[src/verilog/patch_trap_pkg.sv]
// constants shared by the program address patch trap unit
// assumes byte-wide register port with 16-bit addresses
package patch_trap_pkg;

  localparam int unsigned ADDR_WIDTH = 16;
  localparam int unsigned PC_WIDTH   = 24;
  localparam int unsigned DATA_WIDTH = 8;
  localparam int unsigned CHANNELS   = 2;

  // register offsets
  localparam logic [15:0] PATCH_CONTROL_OFFSET      = 16'h009e;
  localparam logic [15:0] PATCH_ADDRESS_ZERO_OFFSET = 16'h1ff0;
  localparam logic [15:0] PATCH_ADDRESS_ONE_OFFSET  = 16'h1ff3;
  localparam logic [15:0] TRAP_STATUS_OFFSET        = 16'h1ff6;
  localparam logic [15:0] TRAP_MASK_OFFSET          = 16'h1ff7;
  localparam logic [15:0] TRAP_CAPTURE_OFFSET       = 16'h1ff8;

  // control field positions
  localparam int unsigned CHANNEL_ZERO_ENABLE_BIT = 1;
  localparam int unsigned CHANNEL_ONE_ENABLE_BIT  = 3;

  // values after reset
  localparam logic [7:0]  PATCH_CONTROL_RESET = 8'h00;
  localparam logic [1:0]  TRAP_STATUS_RESET   = 2'h0;
  localparam logic [1:0]  TRAP_MASK_RESET     = 2'h0;
  localparam logic [23:0] PATCH_ADDRESS_RESET = 24'h000000;

  // opcode forced onto the fetch bus on a hit
  localparam logic [7:0] TRAP_OPCODE = 8'h01;

  // one enable per byte of a three byte register starting at base
  function automatic logic [2:0] byte_select(input logic [15:0] addr,
                                             input logic [15:0] base);
    logic [2:0] sel;
    sel = 3'h0;
    if (addr == base) begin
      sel = 3'h1;
    end
    if (addr == base + 16'h0001) begin
      sel = 3'h2;
    end
    if (addr == base + 16'h0002) begin
      sel = 3'h4;
    end
    return sel;
  endfunction : byte_select

endpackage : patch_trap_pkg

[src/verilog/patch_channel.sv]
// one address compare channel: a 24-bit byte-written address and its comparator
// assumes the pc arrives from logic on the same clock
`timescale 1ns/1ps
`default_nettype none
module patch_channel (
  input  wire logic        sys_clk,
  input  wire logic        rstn,
  input  wire logic [2:0]  byte_wr,
  input  wire logic [7:0]  wdata,
  input  wire logic        compare_enable,
  input  wire logic [23:0] pc,
  output logic      [23:0] address,
  output logic             hit
);

  logic [23:0] address_reg;

  // each byte lands alone, so a partly rewritten address matches on what is stored
  always_ff @(posedge sys_clk) begin
    if (!rstn) begin
      address_reg <= patch_trap_pkg::PATCH_ADDRESS_RESET;
    end else begin
      if (byte_wr[0]) begin
        address_reg[7:0] <= wdata;
      end
      if (byte_wr[1]) begin
        address_reg[15:8] <= wdata;
      end
      if (byte_wr[2]) begin
        address_reg[23:16] <= wdata;
      end
    end
  end

  assign address = address_reg;
  // full width compare, gated by the channel enable
  assign hit = compare_enable && (address_reg == pc);

endmodule : patch_channel
`default_nettype wire

[src/verilog/patch_event_irq.sv]
// sticky event status with write-one-to-clear, mask and one level interrupt
// assumes events are single cycle pulses on sys_clk
`timescale 1ns/1ps
`default_nettype none
module patch_event_irq (
  input  wire logic       sys_clk,
  input  wire logic       rstn,
  input  wire logic [1:0] event_in,
  input  wire logic       status_wr,
  input  wire logic       mask_wr,
  input  wire logic [1:0] wdata,
  output logic      [1:0] status,
  output logic      [1:0] mask,
  output logic            irq
);

  logic [1:0] status_reg;
  logic [1:0] mask_reg;

  // a new event wins over a clear in the same cycle
  always_ff @(posedge sys_clk) begin
    if (!rstn) begin
      status_reg <= patch_trap_pkg::TRAP_STATUS_RESET;
    end else if (status_wr) begin
      status_reg <= (status_reg & ~wdata) | event_in;
    end else begin
      status_reg <= status_reg | event_in;
    end
  end

  always_ff @(posedge sys_clk) begin
    if (!rstn) begin
      mask_reg <= patch_trap_pkg::TRAP_MASK_RESET;
    end else if (mask_wr) begin
      mask_reg <= wdata;
    end
  end

  assign status = status_reg;
  assign mask   = mask_reg;
  assign irq    = |(status_reg & mask_reg);

endmodule : patch_event_irq
`default_nettype wire

[src/verilog/program_address_patch_trap.sv]
// program address patch trap: two channels force a trap opcode onto the fetch bus
// assumes a byte register port and a fetch path on the same sys_clk
//
// Our own choice: the address-and-strobe port.
`timescale 1ns/1ps
`default_nettype none
module program_address_patch_trap (
  input  wire logic        sys_clk,
  input  wire logic        rstn,
  input  wire logic [15:0] reg_addr,
  input  wire logic [7:0]  reg_wdata,
  input  wire logic        reg_wr,
  input  wire logic        reg_rd,
  output logic      [7:0]  reg_rdata,
  input  wire logic        fetch_valid,
  input  wire logic [23:0] fetch_pc,
  input  wire logic [7:0]  fetch_data_in,
  output logic             fetch_out_valid,
  output logic      [7:0]  fetch_data_out,
  output logic             forced_patch_trap,
  output logic             irq
);

  logic [7:0]  patch_control_reg;
  logic        channel_zero_compare_enable;
  logic        channel_one_compare_enable;
  logic [2:0]  sel_zero;
  logic [2:0]  sel_one;
  logic [2:0]  sel_capture;
  logic [2:0]  wr_zero;
  logic [2:0]  wr_one;
  logic [23:0] address_zero;
  logic [23:0] address_one;
  logic        hit_zero;
  logic        hit_one;
  logic        any_hit;
  logic [1:0]  trap_event;
  logic [1:0]  status;
  logic [1:0]  mask;
  logic        ctrl_hit;
  logic        status_hit;
  logic        mask_hit;
  logic [23:0] capture_reg;
  logic        fetch_out_valid_reg;
  logic [7:0]  fetch_data_out_reg;
  logic        forced_patch_trap_reg;
  logic [7:0]  reg_rdata_reg;
  logic [7:0]  reg_rdata_next;

  // address decode
  assign sel_zero    = patch_trap_pkg::byte_select(reg_addr,
                         patch_trap_pkg::PATCH_ADDRESS_ZERO_OFFSET);
  assign sel_one     = patch_trap_pkg::byte_select(reg_addr,
                         patch_trap_pkg::PATCH_ADDRESS_ONE_OFFSET);
  assign sel_capture = patch_trap_pkg::byte_select(reg_addr,
                         patch_trap_pkg::TRAP_CAPTURE_OFFSET);
  assign ctrl_hit    = (reg_addr == patch_trap_pkg::PATCH_CONTROL_OFFSET);
  assign status_hit  = (reg_addr == patch_trap_pkg::TRAP_STATUS_OFFSET);
  assign mask_hit    = (reg_addr == patch_trap_pkg::TRAP_MASK_OFFSET);
  assign wr_zero     = reg_wr ? sel_zero : 3'h0;
  assign wr_one      = reg_wr ? sel_one : 3'h0;

  // only the two enables are stored; reserved bits read zero whatever is written
  always_ff @(posedge sys_clk) begin
    if (!rstn) begin
      patch_control_reg <= patch_trap_pkg::PATCH_CONTROL_RESET;
    end else if (reg_wr && ctrl_hit) begin
      patch_control_reg <= 8'h00;
      patch_control_reg[patch_trap_pkg::CHANNEL_ONE_ENABLE_BIT] <=
        reg_wdata[patch_trap_pkg::CHANNEL_ONE_ENABLE_BIT];
      patch_control_reg[patch_trap_pkg::CHANNEL_ZERO_ENABLE_BIT] <=
        reg_wdata[patch_trap_pkg::CHANNEL_ZERO_ENABLE_BIT];
    end
  end

  assign channel_zero_compare_enable =
    patch_control_reg[patch_trap_pkg::CHANNEL_ZERO_ENABLE_BIT];
  assign channel_one_compare_enable =
    patch_control_reg[patch_trap_pkg::CHANNEL_ONE_ENABLE_BIT];

  // rewriting an enabled channel is allowed but may trap on a half-new address
  patch_channel u_channel_zero (
    .sys_clk        (sys_clk),
    .rstn           (rstn),
    .byte_wr        (wr_zero),
    .wdata          (reg_wdata),
    .compare_enable (channel_zero_compare_enable),
    .pc             (fetch_pc),
    .address        (address_zero),
    .hit            (hit_zero)
  );

  patch_channel u_channel_one (
    .sys_clk        (sys_clk),
    .rstn           (rstn),
    .byte_wr        (wr_one),
    .wdata          (reg_wdata),
    .compare_enable (channel_one_compare_enable),
    .pc             (fetch_pc),
    .address        (address_one),
    .hit            (hit_one)
  );

  assign trap_event = fetch_valid ? {hit_one, hit_zero} : 2'h0;
  assign any_hit    = |trap_event;

  // fetch path is one register stage so the forced byte comes from a flop
  always_ff @(posedge sys_clk) begin
    if (!rstn) begin
      fetch_out_valid_reg <= 1'b0;
    end else begin
      fetch_out_valid_reg <= fetch_valid;
    end
  end

  always_ff @(posedge sys_clk) begin
    if (!rstn) begin
      fetch_data_out_reg <= 8'h00;
    end else if (fetch_valid) begin
      fetch_data_out_reg <= any_hit ? patch_trap_pkg::TRAP_OPCODE : fetch_data_in;
    end
  end

  always_ff @(posedge sys_clk) begin
    if (!rstn) begin
      forced_patch_trap_reg <= 1'b0;
    end else begin
      forced_patch_trap_reg <= any_hit;
    end
  end

  // last trapped pc, for software that cannot see the stacked counter
  always_ff @(posedge sys_clk) begin
    if (!rstn) begin
      capture_reg <= patch_trap_pkg::PATCH_ADDRESS_RESET;
    end else if (any_hit) begin
      capture_reg <= fetch_pc;
    end
  end

  patch_event_irq u_event_irq (
    .sys_clk   (sys_clk),
    .rstn      (rstn),
    .event_in  (trap_event),
    .status_wr (reg_wr && status_hit),
    .mask_wr   (reg_wr && mask_hit),
    .wdata     (reg_wdata[1:0]),
    .status    (status),
    .mask      (mask),
    .irq       (irq)
  );

  // read mux; unmapped addresses read zero
  always_comb begin
    reg_rdata_next = 8'h00;
    if (ctrl_hit) begin
      reg_rdata_next = patch_control_reg;
    end
    if (status_hit) begin
      reg_rdata_next = {6'h00, status};
    end
    if (mask_hit) begin
      reg_rdata_next = {6'h00, mask};
    end
    if (sel_zero[0]) begin
      reg_rdata_next = address_zero[7:0];
    end
    if (sel_zero[1]) begin
      reg_rdata_next = address_zero[15:8];
    end
    if (sel_zero[2]) begin
      reg_rdata_next = address_zero[23:16];
    end
    if (sel_one[0]) begin
      reg_rdata_next = address_one[7:0];
    end
    if (sel_one[1]) begin
      reg_rdata_next = address_one[15:8];
    end
    if (sel_one[2]) begin
      reg_rdata_next = address_one[23:16];
    end
    if (sel_capture[0]) begin
      reg_rdata_next = capture_reg[7:0];
    end
    if (sel_capture[1]) begin
      reg_rdata_next = capture_reg[15:8];
    end
    if (sel_capture[2]) begin
      reg_rdata_next = capture_reg[23:16];
    end
  end

  // read data stand only in the cycle after the strobe
  always_ff @(posedge sys_clk) begin
    if (!rstn) begin
      reg_rdata_reg <= 8'h00;
    end else if (reg_rd) begin
      reg_rdata_reg <= reg_rdata_next;
    end else begin
      reg_rdata_reg <= 8'h00;
    end
  end

  assign reg_rdata         = reg_rdata_reg;
  assign fetch_out_valid   = fetch_out_valid_reg;
  assign fetch_data_out    = fetch_data_out_reg;
  assign forced_patch_trap = forced_patch_trap_reg;

endmodule : program_address_patch_trap
`default_nettype wire

[config.mk]
export PLATFORM = sky130hd
export DESIGN_NAME = program_address_patch_trap
export DESIGN_NICKNAME = d
export VERILOG_FILES = /design/src/verilog/patch_trap_pkg.sv /design/src/verilog/patch_channel.sv /design/src/verilog/patch_event_irq.sv /design/src/verilog/program_address_patch_trap.sv
export SDC_FILE = /design/constraint.sdc
export NUM_CORES = 1
export LEC_CHECK = 0
export ABC_CLOCK_PERIOD_IN_PS = 2900
export BUFFER_PORTS_ARGS = -buffer_cell sky130_fd_sc_hd__buf_4
export CAP_MARGIN = 0
export CELL_PAD_IN_SITES_DETAIL_PLACEMENT = 0
export CELL_PAD_IN_SITES_GLOBAL_PLACEMENT = 1
export CORE_MARGIN = 1
export CORE_UTILIZATION = 42
export CTS_CLUSTER_SIZE = 16
export DETAILED_ROUTE_END_ITERATION = 10
export PLACE_DENSITY_LB_ADDON = 0.1
export SYNTH_ARGS = -nofsm -noshare
export SYNTH_HDL_FRONTEND = slang
export SYNTH_SLANG_ARGS = --single-unit
[constraint.sdc]
create_clock -name sys_clk -period 2.9 [get_ports sys_clk]
set_clock_uncertainty 0.2 [all_clocks]
set_input_delay 0.58 -clock sys_clk [delete_from_list [all_inputs] [get_ports sys_clk]]
set_output_delay 0.58 -clock sys_clk [all_outputs]
set_load 0.1 [all_outputs]
==> results.yml <==
status:
  status: "finished with violations"
  violations: "design-rule violations"
logic_synthesis:
  synth_top_cell_by_area: "dfxtp_1"
  syn_avg_cell_area_um2: 7.92
  async_flop_share_pct: 0
  synth_area_mm2: 0.00503
  ys.flop_type: "dfxtp_1"
  synth_edf_count: 0
  synth_nets: 696
  yosys.area.top_type_share_pct: 38.2
  syn_inst: 635
  yosys_warnings: 0
  synthTopCellsByArea: "dfxtp_1 38%, a21oi_1 8.6%, xor2_1 7.3%"
  ys_types: 62
  ys_ff_latch: 96
  yosysSeqAreaShare_pct: 38.2
routing:
  drc: 6
  drtIter0Drc: 600
  num_vias: 5295
  dr.pass1.iters: 9
  via_per_inst: 6.19
  wire_per_inst_um: 23.7
  routed_wl_mm: 20.2
  postRouteAntennaNets: 0
sta:
  fmax_mhz: 398
  slew_headroom_pct: 64.8
  tns_ps: 0
  drv_slew: 0
  worst_slew_pin_slew_ps: 523
  fin_crit_sh_pct: 86.5
  rsz0062_at_grt: "false"
  period_needed_ps: 2510
  setup_viol: 0
  hold_viol_final: 0
finish:
  final_layout_size_suffix_gt1_share_pct: 19.8
  multi_input_area_mm2: 0.00293
  syn_to_final_growth_pct: 23.2
  antenna_cells: 0
  nets: 769
  fin_util_pct: 53.6
  ff_latch_area_mm2: 0.00192
  fillers: 1115
setup_path:
  cp.arrival_ps: 2530
  crit_path_cell_trace: "xor2_1, nor4_1, nand4_1, or4_1, buf_12, nand4_1, a21oi_1"
  slowest_stage: "or4_1"
  startpoint: "u_channel_zero.address[13]$_SDFFE_PN0P_"
  worstSetupEndpointType: "flop"
  critPathRequiredTime_ps: 2920
  crit_type: "flop to flop"
  critPathMaxStageDelay_ps: 620
  r2r_slack_ps: 390
  crit_fanout: 32
  startpoint_type: "flop"
  rr_endpoint: "fetch_data_out[3]$_SDFFE_PN0P_"
  cpMostUsedCell: "nand4_1"
  crit_end: "fetch_data_out[3]$_SDFFE_PN0P_"
  r2r-start: "u_channel_zero.address[13]$_SDFFE_PN0P_"
  reg2reg_depth: 7
cts:
  cts_inserted_buffers: 9
  cts_root_buf: "clkbuf_16"
  clock_latency_ps: 360
  ctsResizeCount: 0
  cts_max_level: 3
  post-cts-setup-buffer-count: 0
  clkSlewWorstSetupHoldPaths_ps: 70
  cts_max_path_buffers: 2
  clock-sinks: 96
  cts_hold_buf: 0
  cts_tree: "yes"
placement:
  port_buffers: 79
  hpwl_mm: 15.2
  gp_congestion: 0.967
power_and_ir_drop:
  power.share.clock_pct: 43.3
  p_per_area_mw_per_mm2: 467
  p_sw_share_pct: 26.0
  p_leak_nw: 2.27
  pwr-share-seq_pct: 45.9
  combPwrFrac_pct: 10.9
  ir_worst_vdd_mv: 0.349
  switchingPower_mw: 0.752
  cell_internal_pwr_mw: 2.14
floorplan:
  die_h_um: 111
  coreArea_mm2: 0.0116
  start_util_pct: 43.5
  rows: 39
  ios: 80
  dieArea_mm2: 0.0124
  die_x_um: 111
hold_path:
  holdPathStages: 2
  hp-class: "flop to flop"
global_route:
  grt_pass1_vias: 4622
  grt_max_degree: 87
  overflow: 0
  grt_pass1_wl_mm: 29.7
  grt_use_total_pct: 32.6
  antenna_found_initial: 0
run:
  maxCapViolCount: 0
power groups by stage:
| stage | registers, mW | clock network, mW | logic [mW] |
|---|---|---|---|
| final | 1.33 | 1.25 | 0.315 |
| after global routing | 1.33 | 1.32 | 0.326 |
| after CTS | 1.33 | 1.25 | 0.309 |
| after detailed placement | 1.36 | 0 | 0.308 |
| after global placement | 1.36 | 0 | 0.307 |
| after floorplan | 1.41 | 0 | 0.0996 |
cell families after synthesis:
kind of cell              Yosys count  share of synthesized area, %
DFF                                96                          38.2
muxes                              16                          3.21
and+or+nand+nor                   269                          28.0
xor gates and xnor gates           48                          8.36
AOI/OAI and AO/OA                 157                          18.3
buffers and inverters              49                          3.98
placed cells by master, fill, tap and decap left out, types with 3 or more instances in the layout:
master / instances
nor2_1: 29
or4_1: 3
buf_4: 102
inv_1: 4
nand3_1: 60
o221ai_1: 3
a22oi_1: 6
nand4_1: 16
nand4b_1: 3
nand3b_1: 3
clkbuf_16: 9
nor4_1: 11
nand2_1: 88
mux2i_1: 15
xor2_1: 42
dfxtp_1: 96
xnor2_1: 6
a21oi_1: 86
or2_2: 5
o21ai_1: 6
nand2b_1: 7
and2_1: 4
a32oi_1: 3
nor3_1: 13
and3_1: 5
buf_12: 4
o21ai_0: 28
nor4_4: 4
a211oi_1: 3
worst max-delay path: cells and delay by family, from the launching register on:
| family | cells | cell delay, ps |
|---|---|---|
| xor gates and xnor gates | 1 | 190 |
| AOI/OAI and AO/OA | 1 | 70 |
| DFF | 1 | 350 |
| and+or+nand+nor | 4 | 1360 |
| buffers and inverters | 1 | 200 |
Yosys cell counts (7+ instances only):
master and n:
a21oi_1 86, buf_2 13, clkbuf_1 30, dfxtp_1 96, mux2i_1 15, nand2_1 88, nand2b_1 7, nand3_1 60
nand4_1 16, nor2_1 29, nor3_1 13, nor4_1 11, o21ai_0 28, xor2_1 42
layout make-up:
| type | instances | area share (%) |
|---|---|---|
| Clock inverter | 4 | 0.828 |
| Multi-Input combinational cell | 490 | 47.2 |
| Clock buffer | 11 | 4.08 |
| Sequential cell | 96 | 31.0 |
| Tap cell | 143 | 2.89 |
| Timing Repair Buffer | 106 | 13.7 |
| Inverter | 5 | 0.303 |
through the flow:
step / instances / cell area, um^2 / power [mW] / hold WS (ps) / setup WS [ps]
after floorplan: 635 / 5030 / 1.51 / 241 / 490
after global placement: 840 / 5890 / 1.66 / 251 / 125
after detailed placement: 840 / 5890 / 1.67 / 259 / 127
after CTS: 855 / 6200 / 2.89 / 268 / 466
after global routing: 855 / 6200 / 2.97 / 278 / 344
final: 855 / 6200 / 2.90 / 268 / 390
worst min-delay path by stage:
stage | slack (ps) | from | endpoint
6_report | 270 | capture_reg[15]$_SDFFE_PN0P_ | capture_reg[15]$_SDFFE_PN0P_
5_1_grt | 280 | rstn | fetch_out_valid$_SDFF_PN0_
4_1_cts | 270 | capture_reg[23]$_SDFFE_PN0P_ | capture_reg[23]$_SDFFE_PN0P_
3_5_place_dp | 260 | fetch_data_out[3]$_SDFFE_PN0P_ | fetch_data_out[3]$_SDFFE_PN0P_
3_3_place_gp | 250 | capture_reg[23]$_SDFFE_PN0P_ | capture_reg[23]$_SDFFE_PN0P_
2_1_floorplan | 240 | capture_reg[16]$_SDFFE_PN0P_ | capture_reg[16]$_SDFFE_PN0P_
routing by layer:
metal / part of all wire, % / track usage (%) / wire (um)
met5: 0 / 0 / 0
met4: 2.6 / 11.4 / 522
met3: 9.3 / 4.79 / 1880
met2: 45 / 50.1 / 9080
met1: 43 / 46.5 / 8760
(Power assumes the default switching activity.)
